<file path="src/common/dccs_pkg.sv">
// Package: register map, field layout, reset values and sync codes
package dccs_pkg;

    // ------------------------------------------------------------
    // Register offsets (byte addresses within the control page)
    // ------------------------------------------------------------
    localparam logic [7:0] DCCS_OFS_CHRESET = 8'h10;  // Reset and gain shift
    localparam logic [7:0] DCCS_OFS_TUNSEL = 8'h11;   // Phase/freq update select
    localparam logic [7:0] DCCS_OFS_OSCSEL = 8'h12;   // Oscillator/dither select
    localparam logic [7:0] DCCS_OFS_ZPAD = 8'h13;     // Zero pad control
    localparam logic [7:0] DCCS_OFS_DECSEL = 8'h14;   // Decimation/flush select
    localparam logic [7:0] DCCS_OFS_RATLO = 8'h15;    // Ratio low byte
    localparam logic [7:0] DCCS_OFS_RATHI = 8'h16;    // Ratio high, gain select

    // ------------------------------------------------------------
    // Field positions
    // ------------------------------------------------------------
    localparam int DCCS_LO_SEL_LSB = 0;   // Low selector field
    localparam int DCCS_HI_SEL_LSB = 4;   // High selector field
    localparam int DCCS_FIXED_BIT = 3;    // Fixed gain select bit
    localparam int DCCS_HOLD_BIT = 7;     // Channel hold bit
    localparam int DCCS_PADON_BIT = 7;    // Padding enable bit

    // ------------------------------------------------------------
    // Reset values
    // ------------------------------------------------------------
    localparam logic [7:0] DCCS_RST_CHRESET = 8'h80;  // Channel starts held
    localparam logic [7:0] DCCS_RST_OTHER = 8'h00;    // Other registers

    // ------------------------------------------------------------
    // Timing
    // ------------------------------------------------------------
    localparam int DCCS_FLUSH_MULT = 24;  // Flush lasts 24N clocks
    localparam int DCCS_TC_UNIT = 256;    // Sync counter step
    localparam int DCCS_EXP_SHIFT_LSB = 0;  // Exponent bits in sample

    // ------------------------------------------------------------
    // Sync source codes
    // ------------------------------------------------------------
    typedef enum logic [2:0] {
        DCCS_SYNC_NEVER = 3'h0,
        DCCS_SYNC_SIA = 3'h1,
        DCCS_SYNC_SIB = 3'h2,
        DCCS_SYNC_ONE = 3'h3,
        DCCS_SYNC_TWO = 3'h4,
        DCCS_SYNC_TC = 3'h5,
        DCCS_SYNC_THREE = 3'h6,
        DCCS_SYNC_ALWAYS = 3'h7
    } dccs_sync_sel_t;

    // Register bus request
    typedef struct packed {
        logic [7:0] addr;   // Byte address
        logic [7:0] wdata;  // Write data
        logic wr;           // Write strobe
        logic rd;           // Read strobe
    } dccs_bus_req_t;

    // Shared sync sources, one bit each for selector codes 1, 2, 3, 4 and 6
    typedef struct packed {
        logic ext_a;        // External sync A (pin)
        logic ext_b;        // External sync B (pin)
        logic one_shot;     // One shot sync
        logic aux1;         // Auxiliary source 1
        logic aux2;         // Auxiliary source 2
    } dccs_sync_src_t;

    // Update pulses to the channel datapath
    typedef struct packed {
        logic phase_load;   // Apply new phase offset
        logic freq_load;    // Apply new tuning frequency
        logic osc_init;     // Load accumulator with phase
        logic dither_clr;   // Hold dither at zero
        logic pad_sync;     // Zero pad timing sync
        logic dec_sync;     // Decimation counter resync
        logic gain_load;    // Apply new fine gain
    } dccs_upd_t;

endpackage

</file>
<file path="src/logic/dccs_ctrl.sv">
// Channel control and sync register bank with sync-driven updates
// How it works
// - Fixed gain selected shifts mixer by shift
// - Fixed gain low uses input exponent shift
// - Hold bit keeps channel reset, clock off
// - Channel register powers up as 0x80
// - Phase applies on low tuning selector sync
// - Frequency applies on high tuning selector sync
// - Always selection applies phase/frequency at once
// - Oscillator sync loads accumulator with phase
// - Dither sync clears dither generator
// - Never keeps dither, always holds zero
// - Pad count zeros inserted between samples
// - Pad timing from selected sync source
// - Padding only while enable bit set
// - Decimation sync resyncs decimation counter
// - Periodic resync with 8N period harmless
// - Flush sync flushes datapath 24N clocks
// - Twelve bit ratio over two bytes
// - Fine gain applies on ratio-high selector sync
// - Terminal count every 256(count+1) clocks
// - Mixer rounds 20 bits when wide, else 16
//
// Implementation choice: the plain strobed port.
`timescale 1ns/1ns
`default_nettype none
module dccs_ctrl #(
    parameter int CNT_W = 8                   // Sync count setting width
) (
    input wire logic i_clk,                    // Chip clock, 100 MHz
    input wire logic i_rstn,                   // Async reset, active low
    input wire dccs_pkg::dccs_bus_req_t i_bus, // Register bus request
    output logic [7:0] o_rdata,                // Read data, cycle after
    input wire dccs_pkg::dccs_sync_src_t i_src, // Shared sync sources
    input wire logic [CNT_W-1:0] i_tc_count,   // Sync counter setting
    input wire logic i_wide_mixer_round,       // 20-bit mixer rounding
    input wire logic i_real_only_ganged_mode,  // Split real mode flag
    input wire logic [2:0] i_sample_exp,       // Input exponent bits
    output logic o_channel_hold,               // Channel held in reset
    output logic o_clk_en,                     // Channel clock enable
    output logic [2:0] o_mix_shift,            // Mixer up-shift amount
    output logic [4:0] o_round_bits,           // 20 or 16 bit rounding
    output logic o_terminal_count_pulse,       // Sync counter wrap
    output logic [3:0] o_pad_count,            // Zeros between samples
    output logic o_padding_on,                 // Zero padding active
    output logic [11:0] o_rate_ratio,          // Decimation control
    output logic o_flush,                      // Datapath flushing
    output dccs_pkg::dccs_upd_t o_upd          // Update pulses
);
    import dccs_pkg::*;

    // ------------------------------------------------------------
    // State
    // ------------------------------------------------------------
    localparam int FLUSH_W = 17;   // Holds 24 * 4096 clocks
    localparam int TC_W = CNT_W + 8;  // Sync counter width

    typedef struct packed {
        logic [7:0] chreset;       // Reset and gain shift
        logic [7:0] tunsel;        // Phase/freq update select
        logic [7:0] oscsel;        // Oscillator/dither select
        logic [7:0] zpad;          // Zero pad control
        logic [7:0] decsel;        // Decimation/flush select
        logic [7:0] ratlo;         // Ratio low byte
        logic [7:0] rathi;         // Ratio high byte
        logic [7:0] rdata;         // Read data register
        logic [TC_W-1:0] tc_cnt;   // Sync counter
        logic tc;                  // Terminal count pulse
        logic [FLUSH_W-1:0] flush_cnt;  // Flush clocks left
        logic [2:0] shift;         // Chosen mixer shift
        dccs_upd_t upd;            // Registered update pulses
    } dccs_state_t;

    dccs_state_t st_r;   // Registered state
    dccs_state_t st_nxt; // Next state

    // Source vector indexed by selector code
    logic [7:0] src_vec;
    // Selector outputs
    logic [7:0] fire;
    // Selector codes, one per function
    logic [7:0][2:0] sel;
    // Flush length for current ratio
    logic [FLUSH_W-1:0] flush_len;

    // ------------------------------------------------------------
    // Sync sources
    // ------------------------------------------------------------
    // eight shared sources
    always_comb begin
        src_vec = 8'h00;
        src_vec[DCCS_SYNC_NEVER] = 1'b0;
        src_vec[DCCS_SYNC_SIA] = i_src.ext_a;
        src_vec[DCCS_SYNC_SIB] = i_src.ext_b;
        src_vec[DCCS_SYNC_ONE] = i_src.one_shot;
        src_vec[DCCS_SYNC_TWO] = i_src.aux1;
        src_vec[DCCS_SYNC_TC] = st_r.tc;
        src_vec[DCCS_SYNC_THREE] = i_src.aux2;
        src_vec[DCCS_SYNC_ALWAYS] = 1'b1;
    end

    // Selector fields: phase, freq, osc, dither, pad, dec, flush, gain
    assign sel[0] = st_r.tunsel[DCCS_LO_SEL_LSB +: 3];
    assign sel[1] = st_r.tunsel[DCCS_HI_SEL_LSB +: 3];
    assign sel[2] = st_r.oscsel[DCCS_LO_SEL_LSB +: 3];
    assign sel[3] = st_r.oscsel[DCCS_HI_SEL_LSB +: 3];
    assign sel[4] = st_r.zpad[DCCS_HI_SEL_LSB +: 3];
    assign sel[5] = st_r.decsel[DCCS_LO_SEL_LSB +: 3];
    assign sel[6] = st_r.decsel[DCCS_HI_SEL_LSB +: 3];
    assign sel[7] = st_r.rathi[DCCS_HI_SEL_LSB +: 3];

    // One selector instance per sync function
    genvar g;
    generate
        for (g = 0; g < 8; g++) begin : g_pick
            dccs_sync_pick u_pick (
                .i_clk(i_clk),
                .i_rstn(i_rstn),
                .i_sel(sel[g]),
                .i_src(src_vec),
                .o_fire(fire[g])
            );
        end
    endgenerate

    // Flush length 24N; N = field + 1, or half that in ganged mode
    // Ganged fields hold 2N minus one, so the halving is always exact
    // flush 24N clocks
    assign flush_len = (FLUSH_W'(DCCS_FLUSH_MULT)
        * (FLUSH_W'(st_r.ratlo) + (FLUSH_W'(st_r.rathi[3:0]) << 8) + 1'b1))
        >> i_real_only_ganged_mode;

    // ------------------------------------------------------------
    // Next state
    // ------------------------------------------------------------
    always_comb begin
        st_nxt = st_r;
        // Bus writes; no wait states, unused bits store as written
        if (i_bus.wr) begin
            case (i_bus.addr)
                DCCS_OFS_CHRESET: st_nxt.chreset = i_bus.wdata;
                DCCS_OFS_TUNSEL: st_nxt.tunsel = i_bus.wdata;
                DCCS_OFS_OSCSEL: st_nxt.oscsel = i_bus.wdata;
                DCCS_OFS_ZPAD: st_nxt.zpad = i_bus.wdata;
                DCCS_OFS_DECSEL: st_nxt.decsel = i_bus.wdata;
                DCCS_OFS_RATLO: st_nxt.ratlo = i_bus.wdata;
                DCCS_OFS_RATHI: st_nxt.rathi = i_bus.wdata;
                default: ;
            endcase
        end
        // Reads: data valid the cycle after, unmapped reads zero
        if (i_bus.rd) begin
            case (i_bus.addr)
                DCCS_OFS_CHRESET: st_nxt.rdata = st_r.chreset;
                DCCS_OFS_TUNSEL: st_nxt.rdata = st_r.tunsel;
                DCCS_OFS_OSCSEL: st_nxt.rdata = st_r.oscsel;
                DCCS_OFS_ZPAD: st_nxt.rdata = st_r.zpad;
                DCCS_OFS_DECSEL: st_nxt.rdata = st_r.decsel;
                DCCS_OFS_RATLO: st_nxt.rdata = st_r.ratlo;
                DCCS_OFS_RATHI: st_nxt.rdata = st_r.rathi;
                default: st_nxt.rdata = 8'h00;
            endcase
        end else begin
            st_nxt.rdata = 8'h00;
        end

        if (st_r.tc_cnt >= ((TC_W'(i_tc_count) + 1'b1) << 8) - 1'b1) begin
            st_nxt.tc_cnt = '0;
            st_nxt.tc = 1'b1;
        end else begin
            st_nxt.tc_cnt = st_r.tc_cnt + 1'b1;
            st_nxt.tc = 1'b0;
        end

        if (st_r.chreset[DCCS_FIXED_BIT]) begin
            st_nxt.shift = st_r.chreset[2:0];
        end else begin
            st_nxt.shift = i_sample_exp;
        end

        // phase on its sync; frequency on its sync
        // always code fires every cycle, so writes apply at once
        st_nxt.upd.phase_load = fire[0];
        st_nxt.upd.freq_load = fire[1];
        st_nxt.upd.osc_init = fire[2];
        // dither cleared; always keeps it held at zero
        st_nxt.upd.dither_clr = fire[3];
        st_nxt.upd.pad_sync = fire[4];
        // decimation counter resync; periodic is harmless
        st_nxt.upd.dec_sync = fire[5];
        st_nxt.upd.gain_load = fire[7];

        if (fire[6]) begin
            st_nxt.flush_cnt = flush_len;
        end else if (st_r.flush_cnt != '0) begin
            st_nxt.flush_cnt = st_r.flush_cnt - 1'b1;
        end

        // channel hold also clears channel-side sync state
        if (st_r.chreset[DCCS_HOLD_BIT]) begin
            st_nxt.upd = '0;
            st_nxt.flush_cnt = '0;
        end
    end

    // ------------------------------------------------------------
    // State register
    // ------------------------------------------------------------
    // channel starts held
    always_ff @(posedge i_clk or negedge i_rstn) begin
        if (!i_rstn) begin
            st_r <= '0;
            st_r.chreset <= DCCS_RST_CHRESET;
        end else begin
            st_r <= st_nxt;
        end
    end

    // ------------------------------------------------------------
    // Outputs
    // ------------------------------------------------------------
    assign o_rdata = st_r.rdata;
    assign o_channel_hold = st_r.chreset[DCCS_HOLD_BIT];
    assign o_clk_en = !st_r.chreset[DCCS_HOLD_BIT];
    assign o_mix_shift = st_r.shift;
    assign o_round_bits = i_wide_mixer_round ? 5'h14 : 5'h10;
    assign o_terminal_count_pulse = st_r.tc;
    assign o_pad_count = st_r.zpad[3:0];
    assign o_padding_on = st_r.zpad[DCCS_PADON_BIT];
    assign o_rate_ratio = {st_r.rathi[3:0], st_r.ratlo};
    assign o_flush = st_r.flush_cnt != '0;
    assign o_upd = st_r.upd;
endmodule
`default_nettype wire

</file>
<file path="src/logic/dccs_sync_pick.sv">
// Sync selector: maps a 3-bit code onto one of eight shared sources
`timescale 1ns/1ns
`default_nettype none
module dccs_sync_pick (
    input wire logic i_clk,                    // Chip clock
    input wire logic i_rstn,                   // Async reset, active low
    input wire logic [2:0] i_sel,              // Selector code
    input wire logic [7:0] i_src,              // Sources by code
    output logic o_fire                        // Selected source pulse
);
    import dccs_pkg::*;

    // ------------------------------------------------------------
    // Selection
    // ------------------------------------------------------------
    // Code 0 is never and code 7 is always; caller ties those bits
    // code picks source
    assign o_fire = i_src[i_sel];
endmodule
`default_nettype wire

</file>
<file path="config.mk">
export PLATFORM = sky130hd
export DESIGN_NAME = dccs_ctrl
export DESIGN_NICKNAME = d
export VERILOG_FILES = /design/src/common/dccs_pkg.sv /design/src/logic/dccs_ctrl.sv /design/src/logic/dccs_sync_pick.sv
export SDC_FILE = /design/constraint.sdc
export NUM_CORES = 1
export LEC_CHECK = 0
export BUFFER_PORTS_ARGS = -buffer_cell sky130_fd_sc_hd__clkbuf_2
export CAP_MARGIN = 0
export CORE_MARGIN = 2
export CORE_UTILIZATION = 39
export CTS_CLUSTER_DIAMETER = 150
export CTS_CLUSTER_SIZE = 12
export DETAILED_ROUTE_END_ITERATION = 12
export GPL_ROUTABILITY_DRIVEN = 0
export PLACE_DENSITY_LB_ADDON = 0.05
export SLEW_MARGIN = 20
export SYNTH_ARGS = -nofsm -noshare
export SYNTH_HDL_FRONTEND = slang
export SYNTH_SLANG_ARGS = --single-unit
</file>
<file path="constraint.sdc">
create_clock -name i_clk -period 3.9 [get_ports i_clk]
set_clock_uncertainty 0.15 [all_clocks]
set_input_delay 0.195 -clock i_clk [delete_from_list [all_inputs] [get_ports i_clk]]
set_output_delay 0.195 -clock i_clk [all_outputs]
set_load 0.005 [all_outputs]
</file>
==> flow_summary.json <==
{
  "clk_latency_ns": 0.35,
  "worstSetupStartpointType": "register",
  "min_to": "sel[14]$_DFFE_PN0P_",
  "fin_nets": 824,
  "worstSetupPathType": "reg2reg",
  "hpwl_mm": 13.8,
  "dpl_cell_area_um2": 7600,
  "crit_slowest_cell": "dfrtp_1",
  "cap_violations": 0,
  "area_delta_synth_final_pct": 8.46,
  "antenna_left": 0,
  "stdcell_count": 998,
  "cts_buffer_depth": 2,
  "hp-start": "i_bus[8]",
  "fin_crit_ns": 3.59,
  "max_freq_mhz": 278,
  "yosysSeqAreaShare_pct": 36.9,
  "hold_depth": 2,
  "fillers": 1821,
  "ys_ff_latch": 108,
  "wl_per_cell_um": 19.0,
  "cts_tree": "built",
  "cts_buffers": 9,
  "antenna_found_initial": 0,
  "crit_path_end_kind": "register",
  "setup_viol": 0,
  "portBuffers": 75,
  "start_util_pct": 39.5,
  "synth.top_cells.by_count": "dfrtp_1, nor2_1, mux2_2",
  "hold_class": "in2reg",
  "core_um2": 18600,
  "grt_max_degree": 60,
  "p_sw_mw": 1.01,
  "worstPathArrival_ns": 3.69,
  "dieArea_um2": 19900,
  "cp_top_family": "compound AO/OA/AOI/OAI gates",
  "slew_violations": 0,
  "synth_area_um2": 7330,
  "grt_pass1_vias": 5435,
  "reg2reg_slack_ns": 0.31,
  "rsz0062_at_grt": "false",
  "yosys.area.top_type": "dfrtp_1",
  "clkPwrFrac_pct": 29.3,
  "synthArstFlopShare_pct": 100,
  "crit_fanout": 9,
  "grt.total_usage_pct": 19.6,
  "status": "completed",
  "placedCellCount": 978,
  "yosysMostFrequentCell": "dfrtp_1",
  "num_rows": 50,
  "cts_sinks": 108,
  "design_area_um2": 7950,
  "p_leak_nw": 3.70,
  "grt_overflow": 0,
  "synth_area_leaders": "dfrtp_1, mux2_2, ha_1",
  "htreeDepth": 3,
  "finalSetupTns_ns": 0,
  "ir_worst_vdd_uv": 248,
  "num_vias": 5518,
  "drc": 0,
  "cts_root_buf": "clkbuf_16",
  "powerDensity_nw_per_um2": 400,
  "ioPinCount": 82,
  "grt_pass1_wl_mm": 30.7,
  "synth_top_area_share_pct": 36.5,
  "required_ns": 4.00,
  "reg2reg_from": "o_rate_ratio[0]$_DFFE_PN0P_",
  "die_height_um": 141,
  "ys_types": 76,
  "drt_iter0_markers": 336,
  "wirelength_mm": 19.0,
  "synth_edf_count": 0,
  "finalHoldViolCount": 0,
  "cp_slowest_stage_delay_ns": 0.52,
  "relSlewSlack_pct": 25.1,
  "fp.dieW_um": 141,
  "hold_slack_ns": 0.0358,
  "cts_setup_buffers": 0,
  "drive_gt1_share_pct": 25.7,
  "synth_area_per_cell_um2": 9.90,
  "preCtsSetupSlack_ns": 0.226,
  "power.internal_mw": 2.16,
  "p_total_mw": 3.18,
  "reg2reg_to": "st_r[24]$_DFFE_PN0P_",
  "drtPass1Iterations": 5,
  "reg2reg_depth": 11,
  "cp.buffers_inverters": 1,
  "synth_cells": 741,
  "setup_slack_ns": 0.309,
  "period_share_pct": 92.1,
  "clk_transition_reported_paths_ns": 0.08,
  "p_comb_share_pct": 23.8,
  "worst_slew_pin_slew_ns": 1.12,
  "p_seq_share_pct": 46.9,
  "n_antenna_cell": 0,
  "yosysWarnings": 0,
  "switching_share_pct": 31.9,
  "synth_flop_cell": "dfrtp_1",
  "post-route-util_pct": 42.8,
  "viasPerCell": 5.53,
  "path_cells": "ha_2 > nand3_1 > xor2_1 > inv_1 > ha_1 > a211o_1 > a21oi_1 > o211ai_2 > a31oi_2 > mux2_2 > a221oi_1"
}
power groups by stage:
stage	clock network, mW	registers (mW)	logic, mW
after CTS	0.956	1.49	0.764
after detailed placement	0	1.51	0.754
after global placement	0	1.50	0.741
after global routing	1.01	1.52	0.857
after floorplan	0	1.44	0.618
final	0.932	1.49	0.755
cells in the final DEF (no fill, tap or decap), types with 4 or more instances in the layout:
master,Yosys,routed
o21ai_0,17,17
xnor2_1,35,35
mux2i_1,23,23
ha_1,26,25
buf_4,40,13
a31oi_1,10,9
inv_1,17,17
a21oi_1,27,27
clkbuf_16,0,9
a221o_1,6,6
a221oi_1,10,10
nor4_1,7,7
conb_1,2,4
mux4_2,8,8
o31ai_1,5,5
o211ai_1,5,5
clkbuf_2,0,74
mux2_2,64,64
nor2_1,68,67
nand4_1,5,5
and2_1,6,6
nand3_1,19,19
nand2_1,52,52
or4_1,5,5
o21a_1,4,4
xor2_1,27,27
and3_1,10,10
nor3_1,8,8
dfrtp_1,107,107
dlygate4sd3_1,0,4
a21o_1,9,9
nand2b_1,4,4
nor2b_1,7,7
state kept, by name (all words and copies together), names as in the netlist:
register,count
st_r,47
sel,24
o_rate_ratio,12
o_rdata,8
o_upd,7
o_pad_count,4
o_mix_shift,3
o_channel_hold,1
o_padding_on,1
o_terminal_count_pulse,1
per-layer routing:
metal	vias up	routed length, µm	global-route usage (%)
met5	-	0	0
met4	0	221	4.74
met3	15	896	3.84
met2	124	8400	29.7
met1	2733	9440	28.8
li1	2646	-	-
how the worst max path moves through the flow:
stage	from	end	slack (ns)	cells past startpoint
5_1_grt	o_rate_ratio[0]$_DFFE_PN0P_	st_r[26]$_DFFE_PN0P_	0.003	12
3_3_place_gp	o_rate_ratio[0]$_DFFE_PN0P_	st_r[25]$_DFFE_PN0P_	0.36	12
2_1_floorplan	o_rate_ratio[0]$_DFFE_PN0P_	st_r[25]$_DFFE_PN0P_	0.70	13
6_report	o_rate_ratio[0]$_DFFE_PN0P_	st_r[24]$_DFFE_PN0P_	0.31	11
4_1_cts	o_rate_ratio[0]$_DFFE_PN0P_	st_r[25]$_DFFE_PN0P_	0.18	12
3_5_place_dp	o_rate_ratio[0]$_DFFE_PN0P_	st_r[26]$_DFFE_PN0P_	0.23	12
final cells by class:
cell class                      count  area [µm²]  share of cell area (%)
Tap cell                          234         293                    3.68
Inverter                           20        75.1                   0.944
Clock inverter                      3        28.8                   0.362
Timing Repair Buffer               91         508                    6.39
Sequential cell                   108        2700                    34.0
Clock buffer                       13         270                    3.40
Multi-Input combinational cell    529        4080                    51.2
worst register-to-register path, delay by kind of cell (launching register included):
kind,cells,cell delay (ns)
flops,1,0.52
mux,1,0.37
buf+inv,1,0.15
compound gates,5,1.20
xor+xnor,1,0.29
simple gates,1,0.11
fa+ha+maj,2,0.70
cells by family (layout without fill, tap and decap cells):
logic type,Yosys count,after routing,share of synthesized area (%)
buffers and inverters,106,127,7.85
xor gates and xnor gates,63,63,7.71
AOI/OAI and AO/OA,130,130,13.1
other,2,4,0.102
DFF,108,108,36.9
muxes,96,96,15.6
and+or+nand+nor,209,209,14.0
adders and majority gates,27,27,4.71
timing repair:
item                                    in CTS  in global routing
endpoints found under the setup margin       0                  3
hold buffers                                 4                  0
resized for setup                            0                  5
hold endpoints to repair                    60                  0
No activity file was read; power rests on OpenSTA's default activity.
